===== src/hw/sapc_consts.vh =====
// Constants for the parallel converter control block.
// Assumes inclusion by bare name from the design files.
`ifndef SAPC_CONSTS_VH
`define SAPC_CONSTS_VH

`define SAPC_RES_BITS      12
`define SAPC_CH_BITS       2
`define SAPC_CHANNELS      4
`define SAPC_CODE_ZERO     12'h000
`define SAPC_CODE_FULL     12'hFFF
`define SAPC_SYNC_STAGES   3
`define SAPC_CNT_BITS      4

`endif


===== src/hw/sapc_sync.v =====
// Three-stage synchroniser with agreement-based change detection.
// Assumes asynchronous input and a single mclk domain.
`timescale 1ns/1ps
module sapc_sync #(
  parameter RESET_VAL = 1'b1
) (
  mclk,
  reset,
  ce,
  din,
  dout
);
  input  wire mclk;
  input  wire reset;
  input  wire ce;
  input  wire din;
  output reg  dout;

  reg s1_r;
  reg s2_r;
  reg s3_r;

  // First stage is only read by the second
  always @(posedge mclk) begin
    if (reset) begin
      s1_r <= RESET_VAL;
      s2_r <= RESET_VAL;
      s3_r <= RESET_VAL;
      dout <= RESET_VAL;
    end else if (ce) begin
      s1_r <= din;
      s2_r <= s1_r;
      s3_r <= s2_r;
      if (s2_r == s3_r) begin
        dout <= s3_r;
      end
    end
  end
endmodule // sapc_sync


===== src/hw/sapc_sar.v =====
// Successive-approximation register: one bit decision per step.
// Assumes comparator result is valid when step is pulsed.
`timescale 1ns/1ps
`include "sapc_consts.vh"
module sapc_sar #(
  parameter N = `SAPC_RES_BITS
) (
  mclk,
  reset,
  ce,
  start,
  step,
  cmpHigh,
  trial,
  result,
  done
);
  input  wire         mclk;
  input  wire         reset;
  input  wire         ce;
  input  wire         start;
  input  wire         step;
  input  wire         cmpHigh;
  output wire [N-1:0] trial;
  output reg  [N-1:0] result;
  output reg          done;

  reg [N-1:0] code_r;
  reg [N-1:0] mask_r;

  assign trial = code_r | mask_r;

  always @(posedge mclk) begin
    if (reset) begin
      code_r <= {N{1'b0}};
      mask_r <= {N{1'b0}};
      result <= {N{1'b0}};
      done   <= 1'b0;
    end else if (ce) begin
      done <= 1'b0;
      if (start) begin
        code_r <= {N{1'b0}};
        mask_r <= {1'b1, {(N-1){1'b0}}};
      end else if (step && (mask_r != {N{1'b0}})) begin
        if (cmpHigh) begin
          code_r <= code_r | mask_r;
        end
        mask_r <= mask_r >> 1;
        if (mask_r[0]) begin
          result <= cmpHigh ? (code_r | mask_r) : code_r;
          done   <= 1'b1;
        end
      end
    end
  end
endmodule // sapc_sar


===== src/hw/sapc_ctrl.v =====
// Top control of a 4-channel 12-bit SAR converter, parallel host port.
// Assumes host pins are asynchronous; the analog comparator decision
// arrives as cmpHigh for the trial code presented on dacCode.
`timescale 1ns/1ps
`include "sapc_consts.vh"

// Operation
// - Start on strobe fall with select low
// - Convert from next conversion clock rise
// - One bit per clock, MSB first
// - Busy low for whole conversion
// - Result valid when busy rises
// - Straight binary, MSB on first line
// - Select and read low drive result
// - Read rise with LSB high: power-down
// - Power-down drops analogEn and sampleEn only
// - Read rise with LSB low: wake
// - Decide only with select 0, busy 1
// - Four single-ended input channels
module sapc_ctrl (
  mclk,
  reset,
  ce,
  csN,
  rdN,
  wrN,
  convClk,
  channel_sel_lsb,
  channel_sel_msb,
  cmpHigh,
  busyN,
  dataOut,
  dataOe,
  channelSel,
  dacCode,
  sampleEn,
  analogEn
);
  input  wire                        mclk;
  input  wire                        reset;
  input  wire                        ce;
  input  wire                        csN;
  input  wire                        rdN;
  input  wire                        wrN;
  input  wire                        convClk;
  input  wire                        channel_sel_lsb;
  input  wire                        channel_sel_msb;
  input  wire                        cmpHigh;
  output reg                         busyN;
  output reg  [`SAPC_RES_BITS-1:0]   dataOut;
  output reg  [`SAPC_RES_BITS-1:0]   dataOe;
  output reg  [`SAPC_CH_BITS-1:0]    channelSel;
  output reg                         sampleEn;
  output reg                         analogEn;

  output wire [`SAPC_RES_BITS-1:0]   dacCode;

  // Registered trial code; dacCode shows it straight from the flop
  reg         [`SAPC_RES_BITS-1:0]   capacitive_dac;
  assign dacCode = capacitive_dac;

  localparam ST_IDLE = 2'b00;
  localparam ST_ARM  = 2'b01;
  localparam ST_CONV = 2'b10;
  localparam ST_PD   = 2'b11;

  // ****************************************
  // Pin synchronisers
  // ****************************************
  wire csS;
  wire rdS;
  wire wrS;
  wire clkS;
  wire a0S;
  wire a1S;

  sapc_sync #(.RESET_VAL(1'b1)) uCs (.mclk(mclk), .reset(reset),
    .ce(ce), .din(csN), .dout(csS));
  sapc_sync #(.RESET_VAL(1'b1)) uRd (.mclk(mclk), .reset(reset),
    .ce(ce), .din(rdN), .dout(rdS));
  sapc_sync #(.RESET_VAL(1'b1)) uWr (.mclk(mclk), .reset(reset),
    .ce(ce), .din(wrN), .dout(wrS));
  sapc_sync #(.RESET_VAL(1'b0)) uClk (.mclk(mclk), .reset(reset),
    .ce(ce), .din(convClk), .dout(clkS));
  sapc_sync #(.RESET_VAL(1'b0)) uA0 (.mclk(mclk), .reset(reset),
    .ce(ce), .din(channel_sel_lsb), .dout(a0S));
  sapc_sync #(.RESET_VAL(1'b0)) uA1 (.mclk(mclk), .reset(reset),
    .ce(ce), .din(channel_sel_msb), .dout(a1S));

  // ****************************************
  // Edge detection
  // ****************************************
  reg  rdPrev_r;
  reg  wrPrev_r;
  reg  clkPrev_r;
  wire wrFall  = wrPrev_r & ~wrS;
  wire rdRise  = ~rdPrev_r & rdS;
  wire clkRise = ~clkPrev_r & clkS;

  always @(posedge mclk) begin
    if (reset) begin
      rdPrev_r  <= 1'b1;
      wrPrev_r  <= 1'b1;
      clkPrev_r <= 1'b0;
    end else if (ce) begin
      rdPrev_r  <= rdS;
      wrPrev_r  <= wrS;
      clkPrev_r <= clkS;
    end
  end

  // ****************************************
  // Conversion sequencer
  // ****************************************
  reg  [1:0]                state_r;
  wire [`SAPC_RES_BITS-1:0] trial;
  wire [`SAPC_RES_BITS-1:0] result;
  wire                      sarDone;
  wire                      sarStart = (state_r == ST_ARM) && clkRise;
  wire                      sarStep  = (state_r == ST_CONV) && clkRise;

  sapc_sar #(.N(`SAPC_RES_BITS)) uSar (
    .mclk    (mclk),
    .reset   (reset),
    .ce      (ce),
    .start   (sarStart),
    .step    (sarStep),
    .cmpHigh (cmpHigh),
    .trial   (trial),
    .result  (result),
    .done    (sarDone)
  );

  // Power state only changes with conversion idle
  wire pdDecide = rdRise && !csS && busyN;

  always @(posedge mclk) begin
    if (reset) begin
      state_r        <= ST_IDLE;
      busyN          <= 1'b1;
      channelSel     <= {`SAPC_CH_BITS{1'b0}};
      dataOut        <= `SAPC_CODE_ZERO;
      capacitive_dac <= {`SAPC_RES_BITS{1'b0}};
      sampleEn       <= 1'b0;
      analogEn       <= 1'b1;
    end else if (ce) begin
      capacitive_dac <= trial;
      case (state_r)
        ST_IDLE: begin
          sampleEn <= 1'b1;
          if (wrFall && !csS) begin
            channelSel <= {a1S, a0S};
            busyN      <= 1'b0;
            state_r    <= ST_ARM;
          end else if (pdDecide && a0S) begin
            analogEn <= 1'b0;
            sampleEn <= 1'b0;
            state_r  <= ST_PD;
          end
        end
        ST_ARM: begin
          if (clkRise) begin
            sampleEn <= 1'b0;
            state_r  <= ST_CONV;
          end
        end
        ST_CONV: begin
          if (sarDone) begin
            dataOut <= result;
            busyN   <= 1'b1;
            state_r <= ST_IDLE;
          end
        end
        ST_PD: begin
          // Strobe ignored while powered down
          if (pdDecide && !a0S) begin
            analogEn <= 1'b1;
            state_r  <= ST_IDLE;
          end
        end
        default: begin
          state_r <= ST_IDLE;
        end
      endcase
    end
  end

  // ****************************************
  // Output bus enable
  // ****************************************
  always @(posedge mclk) begin
    if (reset) begin
      dataOe <= {`SAPC_RES_BITS{1'b0}};
    end else if (ce) begin
      dataOe <= {`SAPC_RES_BITS{~csS & ~rdS}};
    end
  end
endmodule // sapc_ctrl


===== config.mk =====
export PLATFORM = sky130hd
export DESIGN_NAME = sapc_ctrl
export DESIGN_NICKNAME = d
export VERILOG_FILES = /design/src/hw/sapc_sync.v /design/src/hw/sapc_sar.v /design/src/hw/sapc_ctrl.v
export VERILOG_INCLUDE_DIRS = /design/src /design/src/hw
export SDC_FILE = /design/constraint.sdc
export NUM_CORES = 1
export LEC_CHECK = 0
export BUFFER_PORTS_ARGS = -buffer_cell sky130_fd_sc_hd__buf_2
export CORE_MARGIN = 2
export CORE_UTILIZATION = 51
export CTS_CLUSTER_SIZE = 20
export DETAILED_ROUTE_END_ITERATION = 12
export PLACE_DENSITY = 0.83
export SLEW_MARGIN = 20
export SYNTH_ARGS = -nofsm -noshare
export SYNTH_HDL_FRONTEND = slang
export SYNTH_SLANG_ARGS = --single-unit
export TNS_END_PERCENT = 10

===== constraint.sdc =====
create_clock -name mclk -period 1.4 [get_ports mclk]
set_clock_uncertainty 0.1 [all_clocks]
set_input_delay 0.28 -clock mclk [delete_from_list [all_inputs] [get_ports mclk]]
set_output_delay 0.28 -clock mclk [all_outputs]
set_load 0.02 [all_outputs]

==> results of run 1 <==
## repair_timing
action | in CTS | in global routing
resized for setup | 9 | 16
setup buffers | 0 | 0
endpoints found under the setup margin | 49 | 56
cloned | 0 | 0
pin swaps | 10 | 3
hold endpoints to repair | 0 | 0
hold buffers | 0 | 0
## area by class of cell
class,count,area share
well taps,99,0.0263
repair buffers,96,0.138
clock inverters,4,0.0210
inverters,5,0.00399
flip-flops and latches,96,0.412
clock buffers,12,0.0351
multi-input cells,290,0.364
## report_power, final
| group | switching [uW] | leakage, uW | internal, uW | total [uW] |
|---|---|---|---|---|
| Sequential | 25.5 | 0.000781 | 2770 | 2790 |
| Combinational | 170 | 0.00110 | 110 | 280 |
| Clock | 920 | 0.000133 | 1340 | 2260 |
## cells in the final DEF (no fill, tap or decap), types with 2 or more instances in the layout
cell and count:
a211oi_1 17, a211oi_2 7, a21o_1 3, a21oi_1 53, a21oi_2 3, and4bb_2 3
buf_12 4, buf_2 50, buf_4 41, bufinv_16 3, clkbuf_8 12, dfxtp_1 88
dfxtp_2 6, dfxtp_4 2, inv_1 4, mux2i_1 30, nand2_1 64, nand2_2 2
nand2b_1 7, nand3_1 5, nor2_1 63, nor4_4 2, o21ai_0 13
## cells by family after synthesis
group / share of synthesized area
mux: 0.0786
xor+xnor: 0.00229
simple gates: 0.180
buf+inv: 0.0684
flops: 0.503
compound gates: 0.168
## stage by stage
| stage | setup slack (ps) | util |
|---|---|---|
| 4_1_cts | -155 | 0.641 |
| 2_1_floorplan | -44.1 | - |
| 6_report | -161 | 0.648 |
| 3_5_place_dp | -217 | 0.600 |
| 5_1_grt | -233 | 0.648 |
| 3_3_place_gp | -68.8 | 0.600 |
## how the worst min path moves through the flow
| stage | from | cells after the start | slack (ps) | to |
|---|---|---|---|---|
| CTS | wrN | 3 | 20 | uWr.s1_r |
| detailed placement | dataOut[3] | 2 | 350 | dataOut[3] |
| global route | csN | 3 | 30 | uCs.s1_r |
| floorplan | csN | 2 | 310 | uCs.s1_r |
| finish | wrN | 3 | 30 | uWr.s1_r |
| global placement | uWr.s3_r | 2 | 340 | uWr.s3_r |
## tightest hold or removal path, stage by stage
cell and delay, ps:
buf_2 70, mux2i_1 50, nand2_1 50
## routing by layer
layer / part of all wire / wire, um
met3: 0.040 / 348
met5: 0 / 0
met4: 0.025 / 220
met1: 0.40 / 3450
met2: 0.54 / 4670
## sequential cells by signal (all words and copies together) (netlist names), 2 cells and up
register / flops
uSar.code_r: 12
uSar.mask_r: 12
dataOut: 12
uSar.result: 12
dacCode: 12
channelSel: 2
state_r: 2
==> flow_metrics.tcl, run 1 <==
set metrics [dict create \
    synth_most_common_cell "dfxtp_1" \
    yosysSeqAreaShare 0.503 \
    synthArstFlopShare 0 \
    gr-total-overflow 0 \
    setup.reg_to_reg.worst_slack_ps -160 \
    tightest_slew_ps 326 \
    gr-usage-met1 0.229 \
    grt_pass1_vias 3135 \
    hp-class "input port to register" \
    use_met2 0.399 \
    path_max_fanout 11 \
    wl_per_cell_um 14.4 \
    worst_path_max_delay_cell "dfxtp_2" \
    vias 3217 \
    stdcell_count 602 \
    gp_congestion 0.839 \
    grt_use_met3 0.0576 \
    regArea_um2 1940 \
    track_usage 0.214 \
    coreArea_um2 7250 \
    hold_slack_ps 28.7 \
    rr_worst_depth 5 \
    busiest_layer "met2" \
    grt_antenna_before_repair 0 \
    port_buffers 50 \
    timing.final.ws_setup_ps -161 \
    start_util 0.527 \
    worst-setup-path-type "register to register" \
    cts_sinks 96 \
    crit_buf_inv 1 \
    drv_cap 0 \
    fmax_mhz 641 \
    rsz0062_at_grt "yes" \
    cp-start-kind "register" \
    hpwlAfterDp_um 5900 \
    cp.arrival_ps 1750 \
    required_ps 1590 \
    dr.pass1.iters 4 \
    die-area_um2 8200 \
    synth_area_um2 3820 \
    r2r_start "uSar.mask_r[0]" \
    syn_nets 440 \
    cts_max_path_buffers 2 \
    path_delay_family "simple AND/OR/NAND/NOR gates" \
    drive_gt1_frac 0.288 \
    ys_ff_latch 96 \
    peakVddDrop_uv 955 \
    synthCells 430 \
    drcViolationCount 0 \
    synth_ff_type "dfxtp_1" \
    synth_top_area_cell "dfxtp_1" \
    nets 508 \
    cp-startpoint "uSar.mask_r[0]" \
    slew_viol_final 0 \
    tns_ps -1760 \
    num_io_pins 51 \
    hold_violations 0 \
    crit_end "uSar.mask_r[7]" \
    postSynthAreaPerCell_um2 8.89 \
    relSlewSlack 0.780 \
    grt_max_degree 33 \
    cts_buffers 9 \
    drtAntennaViolNets 0 \
    diodes 0 \
    dieWidth_um 90.6 \
    synth-edff-count 0 \
    finalSetupViolCount 16 \
    fill_cells 617 \
    drt_iter0_drc 220 \
    period_minus_slack_ps 1560 \
    power.leakage_uw 0.00201 \
    synth_cell_type_count 35 \
    final_cell_area_um2 4700 \
    crit_chain "nor4_4, nand3_1, o2111ai_2, buf_12, mux2i_1" \
    slowest_delay_ps 350 \
    worstReg2RegEnd "uSar.mask_r[7]" \
    vias_per_cell 5.34 \
    dpl.cell_count 586 \
    violations "negative setup slack" \
    clock_latency_ps 360 \
    synth_top_area_share 0.503 \
    cts_tree "yes" \
    multiInputGateArea_um2 1710 \
    status "complete, but fails checks" \
    powerDensity_nw_per_um2 1130 \
    area_growth_pct 23.0 \
    finalCritPeriodShare 1.11 \
    place_area_um2 4350 \
    num_rows 31 \
    yosysWarnings 0 \
    ctsRootBufferMaster "clkbuf_8" \
    die_h_um 90.6 \
    synth.area.top_cells "dfxtp_1 (50%), mux2i_1 (7.9%), a21oi_1 (7.3%)" \
    critPathCaptureType "register" \
    worst-path-stages 5 \
    clkTransAtPathRegs_ps 90 \
    power.total_uw 5330 \
    grt_first_pass_wirelength_um 14300 \
    htreeDepth 3 \
    ys_top_cells_by_count "dfxtp_1 (96), nand2_1 (66), nor2_1 (63)" \
    wl_um 8690 \
]
No activity file was read; power rests on OpenSTA's default activity.
==> inputs of run 2 (changes only) <==
CORE_UTILIZATION = 40   (was 51)
PLACE_DENSITY = 0.69   (was 0.83)
SETUP_SLACK_MARGIN = 0.3   (was default)
==> run 2 against run 1 <==
  * The run still ends with negative setup slack left
  * Combinational power up 19%
  * Worst hold slack worse by 4.0 ps
  * Utilization down 8.8 points
  * Global-route usage down 3.8 points
  * Sequential share of layout area down 3.1 points
  * First-iteration DRC count down 40%
  * Largest power group unchanged
  * Via count down 0.87%
==> flow_metrics.tcl, run 2 (synthesis gave the netlist of run 1 again) <==
set metrics [dict create \
    status "complete, but fails checks" \
    violations "negative setup slack" \
    cts_buffers 9 \
    grt_pass1_vias 3025 \
    cp-start-kind "register" \
    cts_max_path_buffers 2 \
    track_usage 0.176 \
    die_h_um 102 \
    power.total_uw 5080 \
    vias_per_cell 5.02 \
    port_buffers 50 \
    final_cell_area_um2 5180 \
    required_ps 1600 \
    layout_commonest_cell "nor2_1" \
    drive_gt1_frac 0.397 \
    place_area_um2 4370 \
    finalSetupViolCount 20 \
    nets 511 \
    period_minus_slack_ps 1650 \
    drtAntennaViolNets 0 \
    cp.arrival_ps 1850 \
    fmax_mhz 605 \
    critPathCaptureType "register" \
    final_cell_mix "nor2_1 (60), dfxtp_1 (58), nand2_1 (55)" \
    dieWidth_um 102 \
    ctsRootBufferMaster "clkbuf_8" \
    fill_cells 792 \
    wl_per_cell_um 13.8 \
    wl_met2_um 4530 \
    timing.final.ws_setup_ps -253 \
    drv_cap 0 \
    clock_latency_ps 370 \
    hp-class "input port to register" \
    hpwlAfterDp_um 5700 \
    grt_antenna_before_repair 0 \
    diodes 0 \
    peakVddDrop_uv 841 \
    gr-total-overflow 0 \
    powerDensity_nw_per_um2 980 \
    die-area_um2 10400 \
    grt_first_pass_wirelength_um 14300 \
    grt_max_degree 35 \
    num_io_pins 51 \
    coreArea_um2 9240 \
    tightest_slew_ps 360 \
    path_max_fanout 6 \
    pre_cts_ws_ps -146 \
    vias 3189 \
    clkTransAtPathRegs_ps 90 \
    top_layer_used "met4" \
    cts_tree "yes" \
    worst-setup-path-type "register to register" \
    wl_um 8790 \
    cts_sinks 96 \
    post-route-util 0.561 \
    hold_violations 0 \
    htreeDepth 3 \
    finalCritPeriodShare 1.18 \
    relSlewSlack 0.760 \
    area_growth_pct 35.5 \
    start_util 0.414 \
    dr_wl_met3_um 274 \
    gp_congestion 0.839 \
    drt_iter0_drc 133 \
    tns_ps -2630 \
    wl_met1_um 3840 \
    power.leakage_uw 0.00211 \
    num_rows 35 \
    rsz0062_at_grt "yes" \
    setup.reg_to_reg.worst_slack_ps -250 \
    drcViolationCount 0 \
    slew_viol_final 0 \
    dr.pass1.iters 6 \
]
run 2: metrics by stage:
stage / hold slack [ps] / cells
3_5_place_dp: 343 / 613
6_report: 24.7 / 635
5_1_grt: 48.8 / 635
3_3_place_gp: 339 / 613
2_1_floorplan: 308 / 430
4_1_cts: 19.7 / 634
run 2: final timing paths:
check | startpoint | to | depth (start not counted)
worst max register to register | uSar.mask_r[0] | uSar.mask_r[6] | 5
worst max-delay path | uSar.mask_r[0] | uSar.mask_r[6] | 5
worst min-delay path | csN | uCs.s1_r | 3
worst min register to register | uSar.result[9] | dataOut[9] | 2
run 2: area by class of cell:
cell class / instances / area [um2] / share of cell area
sequential: 96 / 1970 / 0.381
clock inverter: 3 / 47.5 / 0.00918
multi-input combinational: 291 / 1850 / 0.358
inverter: 5 / 18.8 / 0.00362
clock buffer: 13 / 169 / 0.0326
timing repair buffer: 98 / 955 / 0.184
tap: 129 / 161 / 0.0312
run 2: layer usage:
layer | global-route usage | vias up
li1 | - | 1607
met2 | 0.317 | 55
met4 | 0.0634 | 0
met3 | 0.0393 | 15
met5 | 0 | -
met1 | 0.203 | 1512
run 2: worst max-delay path, stage by stage, from the launching register on:
cell and delay [ps]:
dfxtp_2 350, nor4_4 320, nand3_2 130, o2111ai_4 290
buf_12 170, mux2i_2 220
run 2: where the power goes:
part	leakage (uW)	internal [uW]	switching, uW
registers	0.000793	2770	28.6
logic	0.00121	149	183
clock network	0.000110	983	960
run 2: repair_timing:
action / in CTS / in global routing
gates cloned: 2 / 1
pin swaps: 44 / 24
hold buffers: 0 / 0
gates resized for setup: 66 / 104
buffers inserted: 3 / 0
endpoints found under the setup margin: 97 / 98
==> inputs of run 3 (changes only) <==
SETUP_SLACK_MARGIN = default   (was 0.3)
==> run 3 against run 2 <==
  * The run still ends with negative setup slack left
  * Count of clock-buffer cells in the layout fell by 3
  * Worst hold slack gained 8.6 ps
  * Wire length shrank 6.1%
  * Utilization fell by 5.3 points
  * Worst setup slack improved by 84 ps
  * Clock power down 6%
  * Combinational power is 13% lower
  * Global-route usage shrank 0.35 points
  * Final cell count grew 0.31%
  * First-iteration DRC count is 9.8% lower
  * Critical endpoint is now uSar.mask_r[3]
==> flow_metrics.tcl, run 3 (synthesis gave the netlist of run 1 again) <==
set metrics [dict create \
    diodes 0 \
    post-route-util 0.508 \
    power.total_uw 4900 \
    vias_per_cell 4.91 \
    sequentialPowerShare 0.569 \
    hpwlAfterDp_um 5810 \
    cp.arrival_ps 1750 \
    post_cts_buffers 0 \
    cts_buffers 9 \
    grt_pass1_vias 3102 \
    gp_congestion 0.837 \
    clock_power_share 0.372 \
    wl_um 8250 \
    rsz0062_at_grt "yes" \
    dr.pass1.iters 4 \
    drt_iter0_drc 120 \
    fill_cells 865 \
    finalCritPeriodShare 1.12 \
    power.leakage_uw 0.00199 \
    nets 513 \
    finalSetupViolCount 13 \
    required_ps 1580 \
    timing.final.ws_setup_ps -169 \
    drive_gt1_frac 0.285 \
    clkTransAtPathRegs_ps 90 \
    drtAntennaViolNets 0 \
    cts_tree "yes" \
    grt_antenna_before_repair 0 \
    min_to "uRd.s1_r" \
    grt_max_degree 29 \
    switchingPower_uw 1180 \
    switching_share 0.240 \
    powerDensity_nw_per_um2 1040 \
    area_growth_pct 22.8 \
    tightest_slew_ps 316 \
    grt_first_pass_wirelength_um 14100 \
    num_rows 35 \
    holdPathStages 3 \
    track_usage 0.172 \
    cts_hold_buf 0 \
    slew_viol_final 0 \
    path_max_fanout 11 \
    dieWidth_um 102 \
    die_h_um 102 \
    pre_cts_ws_ps -203 \
    wl_per_cell_um 13.0 \
    coreArea_um2 9240 \
    ctsRootBufferMaster "clkbuf_8" \
    drcViolationCount 0 \
    cp-start-kind "register" \
    cts_max_path_buffers 2 \
    clock_latency_ps 360 \
    tns_ps -1560 \
    status "complete, but fails checks" \
    p_int_uw 3730 \
    critPathCaptureType "register" \
    rr_worst_depth 5 \
    r2r_start "uSar.mask_r[0]" \
    drv_cap 0 \
    worst-setup-path-type "register to register" \
    htreeDepth 3 \
    peakVddDrop_uv 604 \
    gr-total-overflow 0 \
    min_from "rdN" \
    worstReg2RegEnd "uSar.mask_r[3]" \
    final_cell_mix "dfxtp_1 (91), nand2_1 (64), nor2_1 (62)" \
    num_io_pins 51 \
    port_buffers 50 \
    layout_commonest_cell "dfxtp_1" \
    setup.reg_to_reg.worst_slack_ps -170 \
    cts_sinks 96 \
    period_minus_slack_ps 1570 \
    hold_violations 0 \
    relSlewSlack 0.787 \
    hp-class "input port to register" \
    pwr-share-comb 0.059 \
    start_util 0.414 \
    die-area_um2 10400 \
    violations "negative setup slack" \
    fmax_mhz 637 \
    vias 3128 \
]
-- run 3: changes by cell type in the layout (fill, tap and decap cells not counted), moves of 6 or more --
cell	change
buf_2	+40
buf_6	-40
dfxtp_1	+33
dfxtp_2	-32
nand2_1	+9
nand2_2	-6
-- run 3: what timing repair did --
action	CTS	global route
endpoints found under the hold margin	0	0
resized for setup	12	11
pin swaps	7	3
setup endpoints to repair	50	58
-- run 3: worst max path at each step --
stage	from	endpoint	depth (start not counted)
finish	uSar.mask_r[0]	uSar.mask_r[3]	5
global route	uSar.mask_r[0]	uSar.mask_r[3]	5
CTS	uSar.mask_r[0]	uSar.mask_r[5]	5
detailed placement	uSar.mask_r[0]	uSar.mask_r[5]	5
global placement	state_r[0]	uSar.code_r[0]	4
floorplan	uSar.mask_r[0]	uSar.mask_r[10]	5
-- run 3: power by group through the flow --
stage               clock, uW  sequential, uW  combinational [uW]
finish                   1820            2790                 289
global route             1970            2800                 321
CTS                      1860            2800                 289
detailed placement          0            2860                 287
global placement            0            2860                 282
floorplan                   0            2880                 150
-- run 3: layer usage --
layer  vias to the layer above  global-route usage  part of all wire  routed length, um
li1                       1605                   -                 -                  -
met1                      1437               0.207              0.45               3710
met2                        68               0.297              0.49               4050
met3                        18              0.0311             0.030                246
met4                         0              0.0821             0.030                248
met5                         -                   0                 0                  0
-- run 3: area by class of cell --
type,count,area (um2),share of cell area
flip-flops and latches,96,1930,0.411
clock buffers,10,128,0.0272
multi-input cells,290,1700,0.361
clock inverters,6,70.1,0.0149
well taps,129,161,0.0344
repair buffers,101,689,0.147
inverters,5,18.8,0.00400
-- run 3: stage by stage --
step,cell area [um2],hold WS [ps],std cells
finish,4690,33.2,637
global placement,4420,340,621
floorplan,3820,308,430
global route,4690,48.1,637
detailed placement,4420,344,621
CTS,4660,21.1,637
-- run 3: critical path, cell delays in order (launching register included) --
cell       delay, ps
dfxtp_2          350
nor4_4           280
nand3_1          130
o2111ai_2        230
buf_12           190
mux2i_1          210
